--- src/verilog/ccg_pkg.sv ---
// Shared constants and types for the CPU clock generation block.
// Assumes a single 100 MHz system clock; every slower clock is an enable pulse.
package ccg_pkg;

  ////////////////////////////////////////////////////////////////////////////////
  // Clock source choices, fixed by configuration straps at start-up.
  typedef enum logic [2:0] {
    OSC_WDT,
    OSC_RC,
    OSC_XTAL_LOW,
    OSC_XTAL_MED,
    OSC_XTAL_HIGH,
    OSC_EXT
  } ccg_osc_t;

  // Wake-up timer states.
  typedef enum logic [1:0] {
    WK_OSC,
    WK_FIXED,
    WK_RUN
  } ccg_wake_t;

  ////////////////////////////////////////////////////////////////////////////////
  // Timing.
  localparam int unsigned CLK_PERIOD_NS  = 10;
  localparam int unsigned CLK_FREQ_KHZ   = 100000;
  localparam int unsigned WAKE_FIXED_NS  = 60000;  // Least fixed wake-up delay.
  localparam int unsigned WAKE_FIXED_CYC = (WAKE_FIXED_NS + CLK_PERIOD_NS - 1) / CLK_PERIOD_NS;
  localparam logic [9:0]  WAKE_XTAL_OSC  = 10'h3E0;  // 992 oscillator cycles.
  localparam logic [9:0]  WAKE_OTHER_OSC = 10'h0E0;  // 224 oscillator cycles.

  // Internal RC oscillator, modelled as a phase accumulator on the system clock.
  localparam int unsigned RC_FREQ_KHZ    = 7373;
  localparam int unsigned RC_FREQ2_KHZ   = 14746;
  localparam logic [31:0] RC_INC         = 32'((64'(RC_FREQ_KHZ) << 32) / CLK_FREQ_KHZ);
  localparam logic [31:0] RC_INC2        = 32'((64'(RC_FREQ2_KHZ) << 32) / CLK_FREQ_KHZ);
  localparam logic [31:0] RC_TRIM_STEP   = 32'h0001_0000;
  localparam logic [5:0]  RC_TRIM_MID    = 6'h20;

  ////////////////////////////////////////////////////////////////////////////////
  // Register map.
  localparam logic [15:0] XA_PCLK_HOLD   = 16'hFFD0;
  localparam logic [7:0]  SA_TRIM        = 8'h96;
  localparam logic [7:0]  SA_CLK_DIV     = 8'h95;
  localparam logic [7:0]  SA_CLK_STATUS  = 8'h97;

  localparam logic [7:0]  TRIM_RST       = 8'h20;  // Stand-in for the factory trim value.
  localparam logic [7:0]  CLK_DIV_RST    = 8'h00;
  localparam logic [4:0]  PCLK_HOLD_RST  = 5'h00;
  localparam logic [7:0]  RD_ZERO        = 8'h00;

  localparam int unsigned TRIM_CLKOUT_BIT = 6;
  localparam int unsigned TRIM_RCSEL_BIT  = 7;
  localparam int unsigned HOLD_UNITS      = 5;  // RTC, CCU, WDT, T1, T0 from bit 4 down.

endpackage : ccg_pkg

--- src/verilog/ccg_clock_gen.sv ---
// CPU clock generation: source select, CPU clock divider, machine cycle,
// peripheral clock, clock output pin and the registers that steer them.
// Assumes all inputs are synchronous to clk; slow clocks leave as enable pulses.
//
// Function
// - A machine cycle is exactly two consecutive CPU clock cycles.
// - Most instructions finish in one or two machine cycles.
// - Oscillator clock is chosen from four source kinds, feeding the divider.
// - CPU clock is the output of the divider driven by oscillator clock.
// - Peripheral clock runs at half the CPU clock rate.
// - Internal RC clock is 7.373 MHz, or 14.746 MHz with doubler.
// - Source choice comes from configuration set at programming time.
// - Crystal has low, medium and high frequency range settings.
// - Clock output allowed only when crystal is not the selected source.
// - Clock output also needs the RTC not running from the crystal.
// - Clock output driven only while its enable bit in trim is set.
// - Clock output runs at half the CPU clock frequency.
// - Extended registers sit in aux data space, reached by DPTR moves only.
// - Divider divides up to 510 and may change at any time.
// - After wake-up, crystal sources hold CPU clock 992 cycles plus delay.
// - Other sources hold CPU clock 224 oscillator cycles plus delay.
`timescale 1ns/1ps
module ccg_clock_gen
  import ccg_pkg::*;
#(
  parameter int unsigned WAKE_FIXED_CYCLES = WAKE_FIXED_CYC
) (
  input  wire logic        clk,
  input  wire logic        resetn,
  input  wire logic [2:0]  cfgOscSel,
  input  wire logic        cfgRcDoubler,
  input  wire logic        wdtOscTick,
  input  wire logic        xtalOscTick,
  input  wire logic        extClkTick,
  input  wire logic        rtcUsesXtal,
  input  wire logic        powerDown,
  input  wire logic        wakeReq,
  input  wire logic        debugHalt,
  input  wire logic        instrLong,
  input  wire logic [7:0]  sfrAddr,
  input  wire logic [7:0]  sfrWrData,
  input  wire logic        sfrWr,
  input  wire logic        sfrRd,
  output logic [7:0]       sfrRdData,
  input  wire logic [15:0] auxAddr,
  input  wire logic [7:0]  auxWrData,
  input  wire logic        auxWr,
  input  wire logic        auxRd,
  input  wire logic        auxViaDptr,
  output logic [7:0]       auxRdData,
  output logic             oscClockEn,
  output logic             cpuClockEn,
  output logic             machineCycleEn,
  output logic             instrEndEn,
  output logic             pclkEn,
  output logic [4:0]       unitPclkEn,
  output logic             cpuHold,
  output logic             crystalOutPinOut,
  output logic             crystalOutPinOe
);

  ////////////////////////////////////////////////////////////////////////////////
  // Declarations.
  ccg_osc_t    oscSel_r;
  ccg_osc_t    oscSel_nxt;
  logic        rcDouble_r;
  logic        rcDouble_nxt;
  logic        strapDone_r;
  logic [31:0] rcPhase_r;
  logic [31:0] rcPhase_nxt;
  logic        rcTick;
  logic [31:0] rcInc;
  logic [8:0]  divCnt_r;
  logic [8:0]  divCnt_nxt;
  logic        mcPhase_r;
  logic        mcPhase_nxt;
  logic        instrMc_r;
  logic        instrMc_nxt;
  logic        clkoutQ_r;
  logic        clkoutQ_nxt;
  logic        clkoutAllowed;
  logic        isXtal;
  logic [7:0]  trim_r;
  logic [7:0]  trim_nxt;
  logic [7:0]  clockDividerValue_r;
  logic [7:0]  clockDividerValue_nxt;
  logic [4:0]  pclkHold_r;
  logic [4:0]  pclkHold_nxt;
  logic [7:0]  sfrRdData_r;
  logic [7:0]  sfrRdData_nxt;
  logic [7:0]  auxRdData_r;
  logic [7:0]  auxRdData_nxt;
  logic        auxHit;

  ////////////////////////////////////////////////////////////////////////////////
  // Functions.

  // True for any of the three crystal ranges.
  function automatic logic isCrystal(input ccg_osc_t sel);
    isCrystal = (sel == OSC_XTAL_LOW) || (sel == OSC_XTAL_MED) || (sel == OSC_XTAL_HIGH);
  endfunction : isCrystal

  // Divider terminal count: a nonzero value N gives a CPU clock every 2N oscillator ticks; 0 gives one every tick.
  // Comparing with greater-or-equal means a smaller N written mid-count never
  // leaves the counter stranded above the new limit.
  function automatic logic divHit(input logic [8:0] cnt, input logic [7:0] n);
    divHit = (n == 8'h00) || (cnt >= ({n, 1'b0} - 9'h001));
  endfunction : divHit

  ////////////////////////////////////////////////////////////////////////////////
  // Configuration straps are caught on the first edge after reset release,
  // never inside the reset branch, so the flops take only constants at reset.
  always_comb begin
    oscSel_nxt   = oscSel_r;
    rcDouble_nxt = rcDouble_r;
    if (!strapDone_r) begin
      oscSel_nxt   = (cfgOscSel > 3'(OSC_EXT)) ? OSC_RC : ccg_osc_t'(cfgOscSel);
      rcDouble_nxt = cfgRcDoubler;
    end
  end

  always_ff @(posedge clk or negedge resetn) begin
    if (!resetn) begin
      oscSel_r    <= OSC_RC;
      rcDouble_r  <= 1'b0;
      strapDone_r <= 1'b0;
    end else begin
      oscSel_r    <= oscSel_nxt;
      rcDouble_r  <= rcDouble_nxt;
      strapDone_r <= 1'b1;
    end
  end

  ////////////////////////////////////////////////////////////////////////////////
  // Internal RC oscillator: the trim field nudges the nominal step up or down.
  assign rcInc = (rcDouble_r ? RC_INC2 : RC_INC)
                 + (32'(trim_r[5:0]) * RC_TRIM_STEP) - (32'(RC_TRIM_MID) * RC_TRIM_STEP);

  always_comb begin
    rcPhase_nxt = rcPhase_r + rcInc;
  end

  always_ff @(posedge clk or negedge resetn) begin
    if (!resetn) begin
      rcPhase_r <= 32'h0000_0000;
    end else begin
      rcPhase_r <= rcPhase_nxt;
    end
  end

  // A carry out of the accumulator is one RC oscillator period.
  assign rcTick = (rcPhase_nxt < rcPhase_r);

  ////////////////////////////////////////////////////////////////////////////////
  // Oscillator clock select; power-down stops whichever source is chosen.
  always_comb begin
    case (oscSel_r)
      OSC_WDT:       oscClockEn = wdtOscTick;
      OSC_RC:        oscClockEn = rcTick;
      OSC_XTAL_LOW,
      OSC_XTAL_MED,
      OSC_XTAL_HIGH: oscClockEn = xtalOscTick;
      OSC_EXT:       oscClockEn = extClkTick;
      default:       oscClockEn = rcTick;
    endcase
    if (powerDown || !strapDone_r) begin
      oscClockEn = 1'b0;
    end
  end

  assign isXtal = isCrystal(oscSel_r);

  ////////////////////////////////////////////////////////////////////////////////
  // Wake-up hold: restarted at start-up and on every wake request.
  ccg_wake_timer #(
    .FIXED_CYC (WAKE_FIXED_CYCLES)
  ) u_wake (
    .clk     (clk),
    .resetn  (resetn),
    .start   (!strapDone_r || wakeReq),
    .isXtal  (isXtal),
    .oscEn   (oscClockEn),
    .cpuHold (cpuHold)
  );

  ////////////////////////////////////////////////////////////////////////////////
  // CPU clock divider; the divide value may be rewritten at any moment.
  assign cpuClockEn = oscClockEn && !cpuHold && divHit(divCnt_r, clockDividerValue_r);

  always_comb begin
    divCnt_nxt = divCnt_r;
    if (oscClockEn && !cpuHold) begin
      divCnt_nxt = divHit(divCnt_r, clockDividerValue_r) ? 9'h000 : divCnt_r + 9'h001;
    end
  end

  always_ff @(posedge clk or negedge resetn) begin
    if (!resetn) begin
      divCnt_r <= 9'h000;
    end else begin
      divCnt_r <= divCnt_nxt;
    end
  end

  ////////////////////////////////////////////////////////////////////////////////
  // Machine cycle, peripheral clock and instruction length, all locked to
  // the CPU clock enable so no slow clock drifts against the core.
  assign machineCycleEn = cpuClockEn && mcPhase_r;
  assign pclkEn         = cpuClockEn && mcPhase_r;
  assign instrEndEn     = machineCycleEn && (instrMc_r || !instrLong);

  // Peripheral units may be held while the core is halted for debug.
  assign unitPclkEn = {HOLD_UNITS{pclkEn}} & ~(pclkHold_r & {HOLD_UNITS{debugHalt}});

  always_comb begin
    mcPhase_nxt = mcPhase_r;
    instrMc_nxt = instrMc_r;
    if (cpuClockEn) begin
      mcPhase_nxt = !mcPhase_r;
    end
    if (machineCycleEn) begin
      instrMc_nxt = instrLong && !instrMc_r;
    end
  end

  always_ff @(posedge clk or negedge resetn) begin
    if (!resetn) begin
      mcPhase_r <= 1'b0;
      instrMc_r <= 1'b0;
    end else begin
      mcPhase_r <= mcPhase_nxt;
      instrMc_r <= instrMc_nxt;
    end
  end

  ////////////////////////////////////////////////////////////////////////////////
  // Clock output: the crystal owns the pin whenever the core or the RTC uses it.
  assign clkoutAllowed = !isXtal
                         && !rtcUsesXtal
                         && trim_r[TRIM_CLKOUT_BIT];

  always_comb begin
    clkoutQ_nxt = clkoutQ_r;
    if (!clkoutAllowed) begin
      clkoutQ_nxt = 1'b0;
    end else if (cpuClockEn) begin
      clkoutQ_nxt = !clkoutQ_r;
    end
  end

  always_ff @(posedge clk or negedge resetn) begin
    if (!resetn) begin
      clkoutQ_r <= 1'b0;
    end else begin
      clkoutQ_r <= clkoutQ_nxt;
    end
  end

  // Clearing the enable drops the pin at once, which is how software saves
  // power before Idle.
  assign crystalOutPinOut = clkoutQ_r;
  assign crystalOutPinOe  = clkoutAllowed;

  ////////////////////////////////////////////////////////////////////////////////
  // Register writes. Extended registers answer only to DPTR-based moves.
  assign auxHit = auxViaDptr && (auxAddr == XA_PCLK_HOLD);

  always_comb begin
    trim_nxt              = trim_r;
    clockDividerValue_nxt = clockDividerValue_r;
    pclkHold_nxt          = pclkHold_r;
    if (sfrWr && (sfrAddr == SA_TRIM)) begin
      trim_nxt = sfrWrData;
    end
    if (sfrWr && (sfrAddr == SA_CLK_DIV)) begin
      clockDividerValue_nxt = sfrWrData;
    end
    if (auxWr && auxHit) begin
      pclkHold_nxt = auxWrData[HOLD_UNITS-1:0];
    end
  end

  // Register reads: data appears one cycle after the strobe; unmapped reads 0.
  always_comb begin
    sfrRdData_nxt = sfrRdData_r;
    auxRdData_nxt = auxRdData_r;
    if (sfrRd) begin
      case (sfrAddr)
        SA_TRIM:       sfrRdData_nxt = trim_r;
        SA_CLK_DIV:    sfrRdData_nxt = clockDividerValue_r;
        SA_CLK_STATUS: sfrRdData_nxt = {1'b0, rcDouble_r, clkoutAllowed, cpuHold, 1'b0, 3'(oscSel_r)};
        default:       sfrRdData_nxt = RD_ZERO;
      endcase
    end
    if (auxRd) begin
      auxRdData_nxt = auxHit ? {3'b000, pclkHold_r} : RD_ZERO;
    end
  end

  always_ff @(posedge clk or negedge resetn) begin
    if (!resetn) begin
      trim_r              <= TRIM_RST;
      clockDividerValue_r <= CLK_DIV_RST;
      pclkHold_r          <= PCLK_HOLD_RST;
      sfrRdData_r         <= RD_ZERO;
      auxRdData_r         <= RD_ZERO;
    end else begin
      trim_r              <= trim_nxt;
      clockDividerValue_r <= clockDividerValue_nxt;
      pclkHold_r          <= pclkHold_nxt;
      sfrRdData_r         <= sfrRdData_nxt;
      auxRdData_r         <= auxRdData_nxt;
    end
  end

  assign sfrRdData = sfrRdData_r;
  assign auxRdData = auxRdData_r;

endmodule : ccg_clock_gen

--- src/verilog/ccg_wake_timer.sv ---
// Wake-up timer: holds the CPU clock until the oscillator has settled.
// Counts oscillator enable pulses, then a fixed stretch of system clocks.
`timescale 1ns/1ps
module ccg_wake_timer
  import ccg_pkg::*;
#(
  parameter int unsigned FIXED_CYC = WAKE_FIXED_CYC
) (
  input  wire logic clk,
  input  wire logic resetn,
  input  wire logic start,
  input  wire logic isXtal,
  input  wire logic oscEn,
  output logic      cpuHold
);

  ccg_wake_t   state_r;
  ccg_wake_t   state_nxt;
  logic [9:0]  oscCnt_r;
  logic [9:0]  oscCnt_nxt;
  logic [15:0] fixCnt_r;
  logic [15:0] fixCnt_nxt;
  logic [9:0]  oscTarget;

  ////////////////////////////////////////////////////////////////////////////////
  // Crystals need the longer settle count; every other source the short one.
  assign oscTarget = isXtal ? WAKE_XTAL_OSC : WAKE_OTHER_OSC;

  // Next state: a start request always restarts the whole delay.
  always_comb begin
    state_nxt  = state_r;
    oscCnt_nxt = oscCnt_r;
    fixCnt_nxt = fixCnt_r;
    case (state_r)
      WK_OSC: begin
        if (oscEn) begin
          oscCnt_nxt = oscCnt_r + 10'h001;
          if (oscCnt_r + 10'h001 == oscTarget) begin
            state_nxt  = WK_FIXED;
            fixCnt_nxt = 16'h0000;
          end
        end
      end
      WK_FIXED: begin
        fixCnt_nxt = fixCnt_r + 16'h0001;
        if (fixCnt_r + 16'h0001 == 16'(FIXED_CYC)) begin
          state_nxt = WK_RUN;
        end
      end
      WK_RUN: begin
        state_nxt = WK_RUN;
      end
      default: begin
        state_nxt = WK_OSC;
      end
    endcase
    if (start) begin
      state_nxt  = WK_OSC;
      oscCnt_nxt = 10'h000;
      fixCnt_nxt = 16'h0000;
    end
  end

  // Registers of the timer.
  always_ff @(posedge clk or negedge resetn) begin
    if (!resetn) begin
      state_r  <= WK_OSC;
      oscCnt_r <= 10'h000;
      fixCnt_r <= 16'h0000;
    end else begin
      state_r  <= state_nxt;
      oscCnt_r <= oscCnt_nxt;
      fixCnt_r <= fixCnt_nxt;
    end
  end

  assign cpuHold = (state_r != WK_RUN);

endmodule : ccg_wake_timer

--- config.mk ---
export PLATFORM = sky130hd
export DESIGN_NAME = ccg_clock_gen
export DESIGN_NICKNAME = d
export VERILOG_FILES = /design/src/verilog/ccg_pkg.sv /design/src/verilog/ccg_clock_gen.sv /design/src/verilog/ccg_wake_timer.sv
export SDC_FILE = /design/constraint.sdc
export NUM_CORES = 1
export LEC_CHECK = 0
export ABC_AREA = 0
export ABC_CLOCK_PERIOD_IN_PS = 7550
export BUFFER_PORTS_ARGS = -buffer_cell sky130_fd_sc_hd__buf_2
export CORE_UTILIZATION = 40
export CTS_CLUSTER_DIAMETER = 50
export CTS_CLUSTER_SIZE = 10
export DETAILED_ROUTE_END_ITERATION = 8
export PLACE_DENSITY = 0.59
export SYNTH_ARGS = -nofsm -noshare
export SYNTH_HDL_FRONTEND = slang
export SYNTH_SLANG_ARGS = --single-unit
--- constraint.sdc ---
create_clock -name clk -period 7.55 [get_ports clk]
set_clock_uncertainty 0.15 [all_clocks]
set_input_delay 0.755 -clock clk [delete_from_list [all_inputs] [get_ports clk]]
set_output_delay 0.755 -clock clk [all_outputs]
set_load 0.005 [all_outputs]
==> results.json <==
{
  "status": "completed",
  "cp-start-kind": "flip-flop",
  "cts_tree": "built",
  "start_util_pct": 41.1,
  "ys_async_sr_fraction_pct": 100,
  "wl_per_cell_um": 14.2,
  "ys_top_cells_by_area": "dfrtp_1 35%, ha_1 17%, inv_1 4.0%",
  "synthXorXnorAreaFrac_pct": 4.73,
  "ff2ff_setup_slack_ns": 1.12,
  "synth.area.mux_share_pct": 4.19,
  "yosysMostFrequentCell": "dfrtp_1",
  "remaining_drc_errors": 0,
  "grt_max_degree": 68,
  "relSlewSlack_pct": 40.5,
  "clk_latency_ns": 0.37,
  "clock-sinks": 111,
  "rsz0062_at_grt": "false",
  "ys_seq_elements": 111,
  "dieArea_um2": 20000,
  "die_y_um": 141,
  "antenna_left": 0,
  "fin_crit_ns": 6.98,
  "crit_fanout": 10,
  "yosys.area_share.simple_pct": 15.0,
  "ys.flop_type": "dfrtp_1",
  "routed-via-count": 6036,
  "worst_slew_pin_slew_ns": 0.888,
  "rr_endpoint": "u_wake.fixCnt_r[11]$_DFFE_PN0P_",
  "synth_top_family_by_area": "adder cells",
  "die_w_um": 141,
  "cp-startpoint": "rcDouble_r$_DFFE_PN0N_",
  "peakVddDrop_v": 0.000168,
  "synth_common_cells": "109 x dfrtp_1, 107 x ha_1, 82 x inv_1",
  "fin_hold_ws_ns": 0.245,
  "critPathCaptureType": "output port",
  "reg2regPathDepth": 22,
  "overflow": 0,
  "clock-root-buffer": "clkbuf_16",
  "routabilityCongestion": 0.786,
  "tns_ns": 0,
  "hold_viol": 0,
  "ctsHoldBuffers": 0,
  "crit_required_ns": 6.64,
  "crit_path_end": "unitPclkEn[3]",
  "syn_area_um2": 7770,
  "drt_iter0_markers": 320,
  "h-tree-depth": 3,
  "r2r-start": "rcDouble_r$_DFFE_PN0N_",
  "antenna_found_initial": 0,
  "regArea_um2": 2780,
  "hold_path_class": "primary input to async pin",
  "slew_viol_final": 0,
  "worstPathArrival_ns": 6.07,
  "period_share_pct": 92.4,
  "synth_cell_types": 71,
  "ys_seq_area_share_pct": 35.8,
  "max_freq_mhz": 143,
  "synth_edf_count": 0,
  "grt_use_total_pct": 17.3,
  "postSynthAreaPerCell_um2": 9.56,
  "postCtsSetupBuffers": 0,
  "wirelength_um": 16400,
  "clkTransAtPathRegs_ns": 0.07,
  "synthAdderAreaFrac_pct": 17.7,
  "core_um2": 18900,
  "drtPass1Iterations": 4,
  "clockBufferDepth": 2,
  "drive_above_1_share_pct": 16.7,
  "syn2layout_area_growth_pct": 12.7,
  "power.leakage_nw": 4.34,
  "synth_compound_area_share_pct": 16.9,
  "synth_top_area_share_pct": 35.1,
  "grt_first_pass_wirelength_um": 27800,
  "cts_buffers": 9,
  "drv_cap": 0,
  "cts-resized-gates": 0,
  "yosysWarningCount": 0,
  "synth_cells": 813,
  "power_density_nw_per_um2": 376,
  "num_rows": 50,
  "ios": 88,
  "fillers": 1882,
  "yosys.area.top_type": "dfrtp_1",
  "worstSetupPathType": "flip-flop to output port",
  "first_global_vias": 5763,
  "multi_input_area_um2": 4580,
  "setup_viol": 0,
  "nNetsFinal": 1055,
  "vias_per_cell": 5.24,
  "hpwl_um": 12400,
  "port_buffers": 81
}
[metal layers]
| layer | track usage (%) | vias up | wire length, µm |
|---|---|---|---|
| met5 | 0 | - | 0 |
| met4 | 3.90 | 0 | 157 |
| met3 | 3.07 | 11 | 553 |
| met2 | 26.7 | 95 | 7060 |
| met1 | 25.0 | 2849 | 8580 |
| li1 | - | 3081 | - |
[cell type report]
type                    count  share of cell area, %
inverters                  82                   3.51
multi-input cells         597                   52.3
well taps                 260                   3.71
diodes                      1                 0.0286
clock inverters             6                  0.985
flip-flops and latches    111                   31.7
clock buffers              10                   2.61
repair buffers             86                   5.08
[metrics by stage]
stage	cell area, µm²	setup slack [ns]	utilization (%)	instances	power, mW
floorplan	7780	1.20	-	815	2.33
global placement	8430	0.733	44.6	1136	2.77
detailed placement	8430	0.655	44.6	1136	2.78
CTS	8740	0.216	46.3	1152	3.32
global route	8760	0.0314	46.4	1152	3.66
finish	8760	0.573	46.4	1153	3.29
[cells in the final DEF, fill, tap and decap left out, types with 4 or more instances in the layout]
cell / n
dfrtp_1: 109
ha_1: 107
inv_1: 82
buf_2: 80
o21ai_0: 51
a21oi_1: 41
nor2_1: 36
nand2_1: 36
nand3_1: 34
xnor2_1: 28
mux2_2: 27
a21o_1: 19
nand4_1: 16
xor2_1: 14
and3_1: 13
o31ai_1: 12
and2_1: 11
nor3_1: 10
nand2b_1: 10
or3_1: 9
nor2b_1: 9
clkbuf_16: 9
a31oi_1: 8
a211oi_1: 7
a22oi_1: 7
o22ai_1: 7
and4_1: 6
nor4_1: 6
buf_4: 6
o211ai_1: 5
or4_1: 5
a22o_1: 5
nor3b_1: 4
conb_1: 4
[power breakdown]
part	switching, mW	leakage [nW]	internal (mW)
combinational	1.11	2.73	0.897
sequential	0.0584	1.46	0.714
clock	0.246	0.154	0.267
[how the worst min path moves through the flow]
stage	start	endpoint	slack, ns	cells past startpoint
floorplan	mcPhase_r$_DFFE_PN0P_	mcPhase_r$_DFFE_PN0P_	0.30	1
global placement	mcPhase_r$_DFFE_PN0P_	mcPhase_r$_DFFE_PN0P_	0.32	1
global route	resetn	rcPhase_r[1]$_DFF_PN0_	0.29	1
CTS	resetn	rcPhase_r[2]$_DFF_PN0_	0.26	1
finish	resetn	rcPhase_r[2]$_DFF_PN0_	0.25	1
detailed placement	rcPhase_r[0]$_DFF_PN0_	rcPhase_r[0]$_DFF_PN0_	0.34	1
[worst max-delay path: stages (launching register included)]
cell and delay [ns]:
dfrtp_1 0.39, buf_4 0.20, ha_1 0.31, ha_1 0.30, ha_1 0.23, fa_1 0.41, a21o_1 0.25, a311oi_1 0.28
nor3_1 0.13, o31a_1 0.29, o221ai_1 0.23, nand2_1 0.15, o41ai_2 0.25, xnor2_1 0.21, ha_1 0.30, nand4_1 0.15
nor3_1 0.08, nor4_1 0.22, o221ai_1 0.22, o41ai_4 0.37, nand3_2 0.19, inv_1 0.13, nand2_2 0.14, a21oi_1 0.16
buf_2 0.13
[cell families (layout without fill, tap and decap cells)]
| logic type | Yosys count | after routing |
|---|---|---|
| AND/OR/NAND/NOR | 218 | 218 |
| AO/OA/AOI/OAI | 195 | 195 |
| flip-flops | 111 | 111 |
| adder cells (fa/ha/maj) | 109 | 109 |
| buffers and inverters | 107 | 184 |
| XOR/XNOR | 42 | 42 |
| multiplexers | 29 | 29 |
| other | 2 | 5 |
[sequential cells by signal, indices dropped and copies added (netlist names)]
name	cells
rcPhase_r	32
u_wake.fixCnt_r	16
u_wake.oscCnt_r	10
divCnt_r	9
clockDividerValue_r	8
sfrRdData	8
trim_r	8
auxRdData	5
pclkHold_r	5
oscSel_r	3
u_wake.state_r	2
crystalOutPinOut	1
instrMc_r	1
mcPhase_r	1
rcDouble_r	1
strapDone_r	1
(Power assumes the default switching activity.)
